File: src/ers_pkg.sv
/*
  package for the emergency reverse sequencer: register indexes, reset values,
  field positions, timing constants, state encoding and the input carrier.
  assumes a 125 MHz system clock and a 32-bit avalon-mm register port.
*/
`default_nettype none
package ers_pkg;
  // register indexes; byte address = 4 * index
  localparam logic [13:0] IDX_SOURCE_SELECT = 14'h3036;
  localparam logic [13:0] IDX_SPEED_CAP = 14'h3038;
  localparam logic [13:0] IDX_ACCEL_TIME = 14'h3039;
  localparam logic [13:0] IDX_DECEL_TIME = 14'h303a;
  localparam logic [13:0] IDX_TIME_LIMIT = 14'h303b;
  localparam logic [13:0] IDX_OPTION_ONE = 14'h306a;
  localparam logic [13:0] IDX_INTERLOCK_OPT = 14'h389f;
  localparam logic [13:0] IDX_STATUS = 14'h3f00;
  localparam logic [13:0] IDX_MASK = 14'h3f01;
  localparam logic [13:0] IDX_SCRIPT_CMD = 14'h3f02;
  localparam logic [13:0] IDX_CONTROL_MODE = 14'h3f03;
  localparam logic [13:0] IDX_SPEED_MAX = 14'h3f04;
  localparam logic [13:0] IDX_EXPRESS_MAX = 14'h3f05;
  localparam logic [13:0] IDX_LIVE_STATE = 14'h3f06;
  // field positions
  localparam int BIT_FUNC_ENABLE = 1;
  localparam int BIT_INTERLOCK = 0;
  localparam int BIT_FWD_ONLY = 1;
  localparam int BIT_SRC_SCRIPT = 0;
  localparam int BIT_CMD_ENABLE = 0;
  localparam int BIT_CMD_DISABLE = 1;
  localparam int ST_START = 0;
  localparam int ST_TIMEOUT = 1;
  localparam int ST_END = 2;
  // reset values
  localparam logic [15:0] RST_SOURCE = 16'h0000;
  localparam logic [15:0] RST_SPEED_CAP = 16'h01f4;
  localparam logic [15:0] RST_ACCEL = 16'h03e8;
  localparam logic [15:0] RST_DECEL = 16'h03e8;
  localparam logic [15:0] RST_LIMIT = 16'h0271;
  localparam logic [15:0] RST_OPTION = 16'h0000;
  localparam logic [15:0] RST_ILOCK = 16'h0000;
  localparam logic [15:0] RST_MODE = 16'h0000;
  localparam logic [15:0] RST_MODE_MAX = 16'h0fa0;
  // control modes
  localparam logic [15:0] MODE_SPEED = 16'h0000;
  localparam logic [15:0] MODE_EXPRESS = 16'h0001;
  // timing
  localparam int CLK_PERIOD_NS = 8;
  localparam int US_NS = 1000;
  localparam int CYC_PER_US = US_NS / CLK_PERIOD_NS;
  localparam logic [6:0] US_CNT_MAX = 7'(CYC_PER_US - 1);
  localparam int US_PER_MS = 1000;
  localparam logic [9:0] MS_CNT_MAX = 10'(US_PER_MS - 1);
  localparam logic [25:0] US_PER_MS_26 = 26'(US_PER_MS);
  // time limit unit: 30 s over 3750 counts
  localparam int LIMIT_UNIT_MS = 8;
  localparam logic [2:0] LIM_CNT_MAX = 3'(LIMIT_UNIT_MS - 1);
  localparam logic [15:0] LIMIT_NO_TIMEOUT = 16'h0ea6;
  localparam logic [11:0] TIMER_SAT = 12'hfff;

  typedef enum logic [3:0] {
    ERS_IDLE = 4'b0001,
    ERS_BRAKE = 4'b0010,
    ERS_REVERSE = 4'b0100,
    ERS_HOLD = 4'b1000
  } ers_state_e;

  typedef struct packed {
    logic switch1;
    logic interlock;
    logic throttle_on;
    logic direction_on;
    logic signed [15:0] motor_speed;
  } ers_drive_in_s;
endpackage
`default_nettype wire

File: src/ers_sequencer.sv
/*
  emergency reverse sequencer: avalon-mm register slave, activation source
  select, brake / reverse / hold sequence, reverse timer and interrupt.
  assumes drive inputs are synchronous to clock and motor_speed is signed rpm.
*/
//
// Behaviour
// - events start only while the function enable bit is set
// - source 0: switch one asserting starts an event
// - source 1: script enable/disable commands only, switch ignored
// - interlock option on: interlock, throttle and direction released before driving
// - interlock option off: only throttle and direction released before driving
// - reverse lasts at most the programmed limit, 8 ms per count
// - forward motion during reverse restarts the reverse timer
// - limit of 3750 means no timeout at all
// - timer expiry ends reverse and sets the timeout fault
// - timeout fault clears when the activation input cycles
// - zero limit only stops the vehicle, never reverses
// - reverse speed capped at lesser of reverse cap and mode maximum
// - only in the two speed modes, never in torque mode
// - reverse acceleration ramps over the programmed accel time
// - slow reversing vehicle accelerates up to the cap
// - fast reversing vehicle decelerates down to the cap
`timescale 1ns/1ps
`default_nettype none
module ers_sequencer
  import ers_pkg::*;
(
  input wire logic clock,
  input wire logic rst_n,
  input wire logic [15:0] avs_address,
  input wire logic avs_read,
  input wire logic avs_write,
  input wire logic [31:0] avs_writedata,
  input wire logic [3:0] avs_byteenable,
  output logic avs_waitrequest,
  output logic [31:0] avs_readdata,
  input wire ers_drive_in_s drive_in,
  output logic signed [15:0] speed_command,
  output logic override_active,
  output logic drive_inhibit,
  output logic timeout_fault,
  output logic irq
);
  typedef struct packed {
    ers_state_e fsm;
    logic [15:0] src;
    logic [15:0] cap;
    logic [15:0] acc_t;
    logic [15:0] dec_t;
    logic [15:0] lim;
    logic [15:0] opt1;
    logic [15:0] ilock;
    logic [15:0] mode;
    logic [15:0] spd_max;
    logic [15:0] exp_max;
    logic [2:0] status;
    logic [2:0] mask;
    logic script_req;
    logic req_prev;
    logic fault;
    logic [11:0] rev_timer;
    logic signed [15:0] cmd;
    logic [6:0] us_cnt;
    logic [9:0] ms_cnt;
    logic [2:0] lim_cnt;
    logic us_tick;
    logic lim_tick;
    logic waitreq;
    logic [31:0] rdata;
    logic override;
    logic inhibit;
    logic irq;
  } ers_core_s;

  ers_core_s s;
  ers_core_s n;
  logic [13:0] idx;
  logic req;
  logic rise;
  logic speed_ok;
  logic fwd;
  logic rev;
  logic released;
  logic [15:0] mode_max;
  logic [15:0] lim_spd;
  logic signed [15:0] target;
  logic acc_step;
  logic dec_step;
  logic wr_go;
  logic expired;

  function automatic logic [15:0] merge16(input logic [15:0] old, input logic [31:0] wd,
                                          input logic [3:0] be);
    merge16 = {be[1] ? wd[15:8] : old[15:8], be[0] ? wd[7:0] : old[7:0]};
  endfunction

  function automatic logic is_run(input ers_state_e st);
    is_run = (st == ERS_BRAKE) || (st == ERS_REVERSE);
  endfunction

  assign avs_waitrequest = s.waitreq;
  assign avs_readdata = s.rdata;
  assign speed_command = s.cmd;
  assign override_active = s.override;
  assign drive_inhibit = s.inhibit;
  assign timeout_fault = s.fault;
  assign irq = s.irq;

  ////////////////////////////////////////////////////////////////////////////////
  assign idx = avs_address[15:2];
  assign wr_go = avs_write && !s.waitreq;
  assign req = s.src[BIT_SRC_SCRIPT] ? s.script_req : drive_in.switch1;
  assign rise = req && !s.req_prev;
  assign speed_ok = (s.mode == MODE_SPEED) || (s.mode == MODE_EXPRESS);
  assign fwd = drive_in.motor_speed > 16'sh0000;
  assign rev = drive_in.motor_speed < 16'sh0000;
  // lesser of cap and mode maximum
  assign mode_max = (s.mode == MODE_EXPRESS) ? s.exp_max : s.spd_max;
  assign lim_spd = (s.cap < mode_max) ? s.cap : mode_max;
  assign target = -$signed(lim_spd);
  assign released = !drive_in.throttle_on && !drive_in.direction_on &&
                    !(s.ilock[BIT_INTERLOCK] && drive_in.interlock);
  // expiry, never at the no-timeout value
  assign expired = (s.lim != LIMIT_NO_TIMEOUT) && ({4'h0, s.rev_timer} >= s.lim);

  ers_ramp_stepper u_accel (
    .clock(clock),
    .rst_n(rst_n),
    .us_tick(s.us_tick),
    .enable(s.fsm == ERS_REVERSE),
    .rate_rpm(lim_spd),
    .period_us(26'(s.acc_t) * US_PER_MS_26),
    .step(acc_step)
  );

  ers_ramp_stepper u_decel (
    .clock(clock),
    .rst_n(rst_n),
    .us_tick(s.us_tick),
    .enable(is_run(s.fsm)),
    .rate_rpm(lim_spd),
    .period_us(26'(s.dec_t) * US_PER_MS_26),
    .step(dec_step)
  );

  ////////////////////////////////////////////////////////////////////////////////
  always_comb begin
    n = s;
    n.us_tick = 1'b0;
    n.lim_tick = 1'b0;
    n.waitreq = 1'b1;
    if (s.us_cnt == US_CNT_MAX) begin
      n.us_cnt = '0;
      n.us_tick = 1'b1;
      if (s.ms_cnt == MS_CNT_MAX) begin
        n.ms_cnt = '0;
        n.lim_cnt = (s.lim_cnt == LIM_CNT_MAX) ? 3'h0 : s.lim_cnt + 3'h1;
        n.lim_tick = (s.lim_cnt == LIM_CNT_MAX);
      end else begin
        n.ms_cnt = s.ms_cnt + 10'h001;
      end
    end else begin
      n.us_cnt = s.us_cnt + 7'h01;
    end
    // bus: one wait cycle, write lands at the edge that sees waitrequest low
    if ((avs_read || avs_write) && s.waitreq) begin
      n.waitreq = 1'b0;
      n.rdata = '0;
      if (avs_read) begin
        case (idx)
          IDX_SOURCE_SELECT: n.rdata[15:0] = s.src;
          IDX_SPEED_CAP: n.rdata[15:0] = s.cap;
          IDX_ACCEL_TIME: n.rdata[15:0] = s.acc_t;
          IDX_DECEL_TIME: n.rdata[15:0] = s.dec_t;
          IDX_TIME_LIMIT: n.rdata[15:0] = s.lim;
          IDX_OPTION_ONE: n.rdata[15:0] = s.opt1;
          IDX_INTERLOCK_OPT: n.rdata[15:0] = s.ilock;
          IDX_STATUS: n.rdata[2:0] = s.status;
          IDX_MASK: n.rdata[2:0] = s.mask;
          IDX_SCRIPT_CMD: n.rdata[0] = s.script_req;
          IDX_CONTROL_MODE: n.rdata[15:0] = s.mode;
          IDX_SPEED_MAX: n.rdata[15:0] = s.spd_max;
          IDX_EXPRESS_MAX: n.rdata[15:0] = s.exp_max;
          IDX_LIVE_STATE: n.rdata = {s.cmd, s.rev_timer, s.fsm};
          default: n.rdata = '0;
        endcase
      end
    end
    if (wr_go) begin
      case (idx)
        IDX_SOURCE_SELECT: n.src = merge16(s.src, avs_writedata, avs_byteenable);
        IDX_SPEED_CAP: n.cap = merge16(s.cap, avs_writedata, avs_byteenable);
        IDX_ACCEL_TIME: n.acc_t = merge16(s.acc_t, avs_writedata, avs_byteenable);
        IDX_DECEL_TIME: n.dec_t = merge16(s.dec_t, avs_writedata, avs_byteenable);
        IDX_TIME_LIMIT: n.lim = merge16(s.lim, avs_writedata, avs_byteenable);
        IDX_OPTION_ONE: n.opt1 = merge16(s.opt1, avs_writedata, avs_byteenable);
        IDX_INTERLOCK_OPT: n.ilock = merge16(s.ilock, avs_writedata, avs_byteenable);
        IDX_STATUS: begin
          if (avs_byteenable[0]) begin
            n.status = s.status & ~avs_writedata[2:0];
          end
        end
        IDX_MASK: begin
          if (avs_byteenable[0]) begin
            n.mask = avs_writedata[2:0];
          end
        end
        IDX_SCRIPT_CMD: begin
          if (avs_byteenable[0] && avs_writedata[BIT_CMD_ENABLE]) begin
            n.script_req = 1'b1;
          end else if (avs_byteenable[0] && avs_writedata[BIT_CMD_DISABLE]) begin
            n.script_req = 1'b0;
          end
        end
        IDX_CONTROL_MODE: n.mode = merge16(s.mode, avs_writedata, avs_byteenable);
        IDX_SPEED_MAX: n.spd_max = merge16(s.spd_max, avs_writedata, avs_byteenable);
        IDX_EXPRESS_MAX: n.exp_max = merge16(s.exp_max, avs_writedata, avs_byteenable);
        default: n.mask = s.mask;
      endcase
    end

    ////////////////////////////////////////////////////////////////////////////
    n.req_prev = req;
    // input cycle clears the fault; a later set in this cycle wins
    if (rise) begin
      n.fault = 1'b0;
    end
    case (s.fsm)
      ERS_IDLE: begin
        n.cmd = '0;
        if (rise && s.opt1[BIT_FUNC_ENABLE] && speed_ok && (!s.src[BIT_FWD_ONLY] || fwd)) begin
          n.status[ST_START] = 1'b1;
          n.cmd = drive_in.motor_speed;
          n.rev_timer = '0;
          // brake first when forward or when no reverse allowed
          n.fsm = (fwd || s.lim == '0) ? ERS_BRAKE : ERS_REVERSE;
        end
      end
      ERS_BRAKE: begin
        if (!req || !speed_ok) begin
          n.fsm = ERS_HOLD;
          n.cmd = '0;
          n.status[ST_END] = 1'b1;
        end else if (s.cmd == '0 && !fwd) begin
          n.fsm = (s.lim == '0) ? ERS_HOLD : ERS_REVERSE;
          n.status[ST_END] = (s.lim == '0);
        end else if (dec_step) begin
          n.cmd = (s.cmd > 16'sh0000) ? s.cmd - 16'sh0001 : s.cmd + 16'sh0001;
        end
      end
      ERS_REVERSE: begin
        if (!req || !speed_ok) begin
          n.fsm = ERS_HOLD;
          n.cmd = '0;
          n.status[ST_END] = 1'b1;
        end else if (expired) begin
          n.fsm = ERS_HOLD;
          n.cmd = '0;
          n.fault = 1'b1;
          n.status[ST_TIMEOUT] = 1'b1;
          n.status[ST_END] = 1'b1;
        end else begin
          if (s.cmd > target && acc_step) begin
            n.cmd = s.cmd - 16'sh0001;
          end else if (s.cmd < target && dec_step) begin
            n.cmd = s.cmd + 16'sh0001;
          end
          // timer runs in reverse, restarts on forward
          if (fwd) begin
            n.rev_timer = '0;
          end else if (rev && s.lim_tick && s.rev_timer != TIMER_SAT) begin
            n.rev_timer = s.rev_timer + 12'h001;
          end
        end
      end
      ERS_HOLD: begin
        n.cmd = '0;
        if (released) begin
          n.fsm = ERS_IDLE;
        end
      end
      default: begin
        n.fsm = ERS_IDLE;
        n.cmd = '0;
      end
    endcase
    n.override = is_run(n.fsm);
    n.inhibit = (n.fsm == ERS_HOLD);
    n.irq = |(n.status & n.mask);
  end

  always_ff @(posedge clock or negedge rst_n) begin
    if (!rst_n) begin
      s <= '{fsm: ERS_IDLE, src: RST_SOURCE, cap: RST_SPEED_CAP, acc_t: RST_ACCEL,
             dec_t: RST_DECEL, lim: RST_LIMIT, opt1: RST_OPTION, ilock: RST_ILOCK,
             mode: RST_MODE, spd_max: RST_MODE_MAX, exp_max: RST_MODE_MAX,
             waitreq: 1'b1, default: '0};
    end else begin
      s <= n;
    end
  end
endmodule
`default_nettype wire

File: src/ers_ramp_stepper.sv
/*
  rate stepper: emits one-cycle step pulses so that a command moves rate_rpm
  steps within period_us microseconds. assumes us_tick is a one-cycle enable.
*/
`timescale 1ns/1ps
`default_nettype none
module ers_ramp_stepper
  import ers_pkg::*;
(
  input wire logic clock,
  input wire logic rst_n,
  input wire logic us_tick,
  input wire logic enable,
  input wire logic [15:0] rate_rpm,
  input wire logic [25:0] period_us,
  output logic step
);
  typedef struct packed {
    logic [26:0] acc;
    logic step;
  } ers_step_s;

  ers_step_s s;
  ers_step_s n;
  logic [26:0] sum;

  assign step = s.step;
  assign sum = s.acc + 27'(rate_rpm);

  // bresenham style: avoids a divider, at most one step per microsecond
  always_comb begin
    n = s;
    n.step = 1'b0;
    if (!enable) begin
      n.acc = '0;
    end else if (us_tick) begin
      if (period_us == '0) begin
        n.step = 1'b1;
      end else if (sum >= {1'b0, period_us}) begin
        n.acc = sum - {1'b0, period_us};
        n.step = 1'b1;
      end else begin
        n.acc = sum;
      end
    end
  end

  always_ff @(posedge clock or negedge rst_n) begin
    if (!rst_n) begin
      s <= '0;
    end else begin
      s <= n;
    end
  end
endmodule
`default_nettype wire

File: config.mk
export PLATFORM = sky130hd
export DESIGN_NAME = ers_sequencer
export DESIGN_NICKNAME = d
export VERILOG_FILES = /design/src/ers_pkg.sv /design/src/ers_sequencer.sv /design/src/ers_ramp_stepper.sv
export SDC_FILE = /design/constraint.sdc
export NUM_CORES = 1
export LEC_CHECK = 0
export ABC_AREA = 1
export BUFFER_PORTS_ARGS = -buffer_cell sky130_fd_sc_hd__buf_2
export CORE_MARGIN = 1
export CORE_UTILIZATION = 43
export DETAILED_ROUTE_END_ITERATION = 10
export GPL_ROUTABILITY_DRIVEN = 0
export PLACE_DENSITY = 0.64
export SETUP_SLACK_MARGIN = 0.2
export SYNTH_ARGS = -nofsm -noshare
export SYNTH_HDL_FRONTEND = slang
export SYNTH_SLANG_ARGS = --single-unit
File: constraint.sdc
create_clock -name clock -period 10.5 [get_ports clock]
set_input_delay 0.525 -clock clock [delete_from_list [all_inputs] [get_ports clock]]
set_output_delay 0.525 -clock clock [all_outputs]
set_load 0.05 [all_outputs]
==> results.sh <==
export IMPL_status="complete, but fails checks"
export IMPL_violations="negative hold slack"
export IMPL_power_density_nw_per_um2=107
export IMPL_cap_violations=0
export IMPL_worst_ep_arrival_time_ps=9520
export IMPL_clock_sinks=315
export IMPL_grt_overflow=0
export IMPL_ctsHtreeMaxLevel=2
export IMPL_synth_area_leaders="dfrtp_1 25%, nand2_1 13%, ha_1 10%, fa_1 8.1%, inv_1 6.5%"
export IMPL_max_freq_mhz=111
export IMPL_yosysTopAreaCellShare_pct=25.1
export IMPL_drv_slew=0
export IMPL_yosys_area_top_type="dfrtp_1"
export IMPL_portBuffers=108
export IMPL_rsz0062_at_grt="no"
export IMPL_setup_worst_path_start="s[138]"
export IMPL_crit_top_cell="nand2_1"
export IMPL_synthCells=3718
export IMPL_antenna_found_initial=1
export IMPL_area_delta_synth_final_pct=8.85
export IMPL_start_util_pct=43.7
export IMPL_core_area_um2=63400
export IMPL_drive_gt1_share_pct=7.99
export IMPL_hold_violations=4
export IMPL_grt_max_degree=155
export IMPL_r2r_start="s[138]"
export IMPL_final_nets=4181
export IMPL_ant_nets=0
export IMPL_post_cts_buffers=0
export IMPL_critPathTopFamily="compound AO/OA/AOI/OAI gates"
export IMPL_ios=129
export IMPL_critical_path_class="reg2reg"
export IMPL_dp_hpwl_mm=64.3
export IMPL_dieArea_um2=65500
export IMPL_synth_flop_cell="dfrtp_1"
export IMPL_chipHeight_um=256
export IMPL_clockBufferDepth=3
export IMPL_design_area_um2=30200
export IMPL_fin_crit_sh_pct=85.9
export IMPL_clk_pin_slew_ps=60
export IMPL_route_detailed_drc=0
export IMPL_cts_tree="built"
export IMPL_vias=24900
export IMPL_track_usage_pct=25.0
export IMPL_critPathRequiredTime_ps=11000
export IMPL_wirelength_mm=82.3
export IMPL_synth_fp_nets=4136
export IMPL_synth_edff_count=0
export IMPL_worstSetupEndpointType="flip-flop"
export IMPL_synthArstFlopShare_pct=100
export IMPL_grt_pass1_wl_mm=130
export IMPL_clock_tree_root_cell="clkbuf_16"
export IMPL_slew_headroom_pct=19.1
export IMPL_drtIter0Drc=1856
export IMPL_synth_distinct_cells=66
export IMPL_vias_per_cell=5.37
export IMPL_cts_hold_buf=0
export IMPL_synth_seq_cells=315
export IMPL_whs_ps=-16.0
export IMPL_yosysSeqAreaShare_pct=28.6
export IMPL_cts_repair_resize_count=0
export IMPL_numCtsBuffers=39
export IMPL_grt_pass1_vias=23500
export IMPL_crit_buf_inv=4
export IMPL_cp_max_fo=23
export IMPL_worst_path_largest_cell_delay_ps=630
export IMPL_die_width_um=256
export IMPL_placed_area_um2=28800
export IMPL_ys_warn_count=0
export IMPL_tightest_slew_ps=1200
export IMPL_wl_per_cell_um=17.7
export IMPL_syn_avg_cell_area_um2=7.46
export IMPL_min_path_type="in2async"
export IMPL_fin_skew_ps=47.0
export IMPL_fin_tns_setup_ps=0
export IMPL_startpoint_type="flip-flop"
export IMPL_syn_cell_area_um2=27700
export IMPL_p_leak_nw=15.9
export IMPL_peakVddDrop_mv=0.118
export IMPL_rows=92
export IMPL_firstDrtPassIters=7
export IMPL_period_minus_slack_ps=9010
export IMPL_clk_latency_ps=590
export IMPL_slowest_stage="a2111oi_4"
export IMPL_setup_viol=0
[kinds of logic (layout without fill, tap and decap cells)]
kind of cell / after synthesis / after routing / share of synthesized area [%]
other: 0 / 1 / 0
buffers and inverters: 617 / 693 / 9.27
AO/OA/AOI/OAI: 654 / 654 / 13.5
adder cells (fa/ha/maj): 342 / 342 / 18.5
AND/OR/NAND/NOR: 1659 / 1659 / 26.0
XOR/XNOR: 131 / 131 / 4.14
flip-flops: 315 / 315 / 28.6
[through the flow]
stage               worst slack (ps)  power, mW  hold slack, ps  std cells  utilization (%)
floorplan                       3160       1.64             229       3718                -
global placement                1730       1.80             461       4568             45.4
detailed placement              1580       1.80             461       4568             45.4
CTS                             1520       3.25            46.6       4640             47.6
global route                     720       3.35            85.8       4641             47.6
finish                          1490       3.24           -16.0       4641             47.6
[routing by layer]
metal	global-route usage, %	vias to the layer above	part of all wire (%)
met1	34.4	11800	45
li1	-	12300	-
met2	40.6	690	46
met4	7.87	0	2.9
met3	3.37	129	5.9
met5	0	-	0
[cell usage after synthesis, types with 3 or more instances]
master      n
buf_6       7
buf_4      50
a21oi_1   157
a211oi_1   19
nand3_2     4
fa_1      112
xor2_1     86
o21ai_0   311
dfstp_2    37
nor2_2      6
nand2_2    18
a31oi_1    10
nand4_1    46
o21bai_1   13
xnor2_1    45
nor3b_1    13
o211ai_1   17
a221oi_1   19
nor3_1     54
o22ai_1    21
a21boi_1    5
ha_1      230
buf_2       9
nor2_4      6
nand2_4     8
nand3_1   275
o21ai_1    20
and3_1      3
nand3b_1   15
nand2_1   969
a21boi_0   10
inv_1     482
dfrtp_1   278
nor2_1    196
inv_2       7
a21o_1      3
clkbuf_1   57
or2_2       7
a22o_1      9
o21a_1      3
o31ai_1    20
nor4_1     30
[registers in the layout, indices dropped and copies added, names as in the netlist]
name	count
drive_inhibit	1
speed_command	16
avs_readdata	32
u_decel.step	1
timeout_fault	1
s	206
override_active	1
u_accel.s	27
irq	1
u_accel.step	1
u_decel.s	27
avs_waitrequest	1
[placed cells by master, fill, tap and decap left out, types with 20 or more instances in the layout]
cell | Yosys | routed
xnor2_1 | 45 | 45
buf_4 | 50 | 20
o31ai_1 | 20 | 20
buf_2 | 9 | 107
ha_1 | 230 | 230
xor2_1 | 86 | 86
nand4_1 | 46 | 46
nand2_1 | 969 | 969
dfrtp_1 | 278 | 278
inv_1 | 482 | 482
fa_1 | 112 | 112
dfstp_2 | 37 | 37
nor4_1 | 30 | 29
o21ai_1 | 20 | 22
o22ai_1 | 21 | 21
nand3_1 | 275 | 275
nor2_1 | 196 | 196
nor3_1 | 54 | 54
o21ai_0 | 311 | 308
a21oi_1 | 157 | 157
clkbuf_16 | 0 | 39
[cell type report]
cell class | count | area, um^2
Clock buffer | 57 | 1150
Clock inverter | 15 | 223
Inverter | 492 | 1850
Fill cell | 6268 | 33300
Sequential cell | 315 | 7930
Multi-Input combinational cell | 2786 | 17200
Timing Repair Buffer | 129 | 721
Tap cell | 846 | 1060
Antenna cell | 1 | 2.50
[power by group]
part / switching (mW) / leakage [nW] / internal (mW)
logic: 0.372 / 11.1 / 0.142
registers: 0.0332 / 4.20 / 1.24
clock network: 0.602 / 0.662 / 0.850
total: 1.01 / 15.9 / 2.23
[final timing paths]
check | end | slack (ps) | cells past startpoint
setup reg to reg | u_accel.s[4] | 1490 | 43
min in group clock | s[88] | 230 | 3
hold reg to reg | s[50] | 470 | 1
setup / recovery | u_accel.s[4] | 1490 | 43
max in group asynchronous | s[201] | 9030 | 2
hold / removal | u_decel.s[22] | -20 | 1
Note: power is estimated with default switching activity, not from simulation.
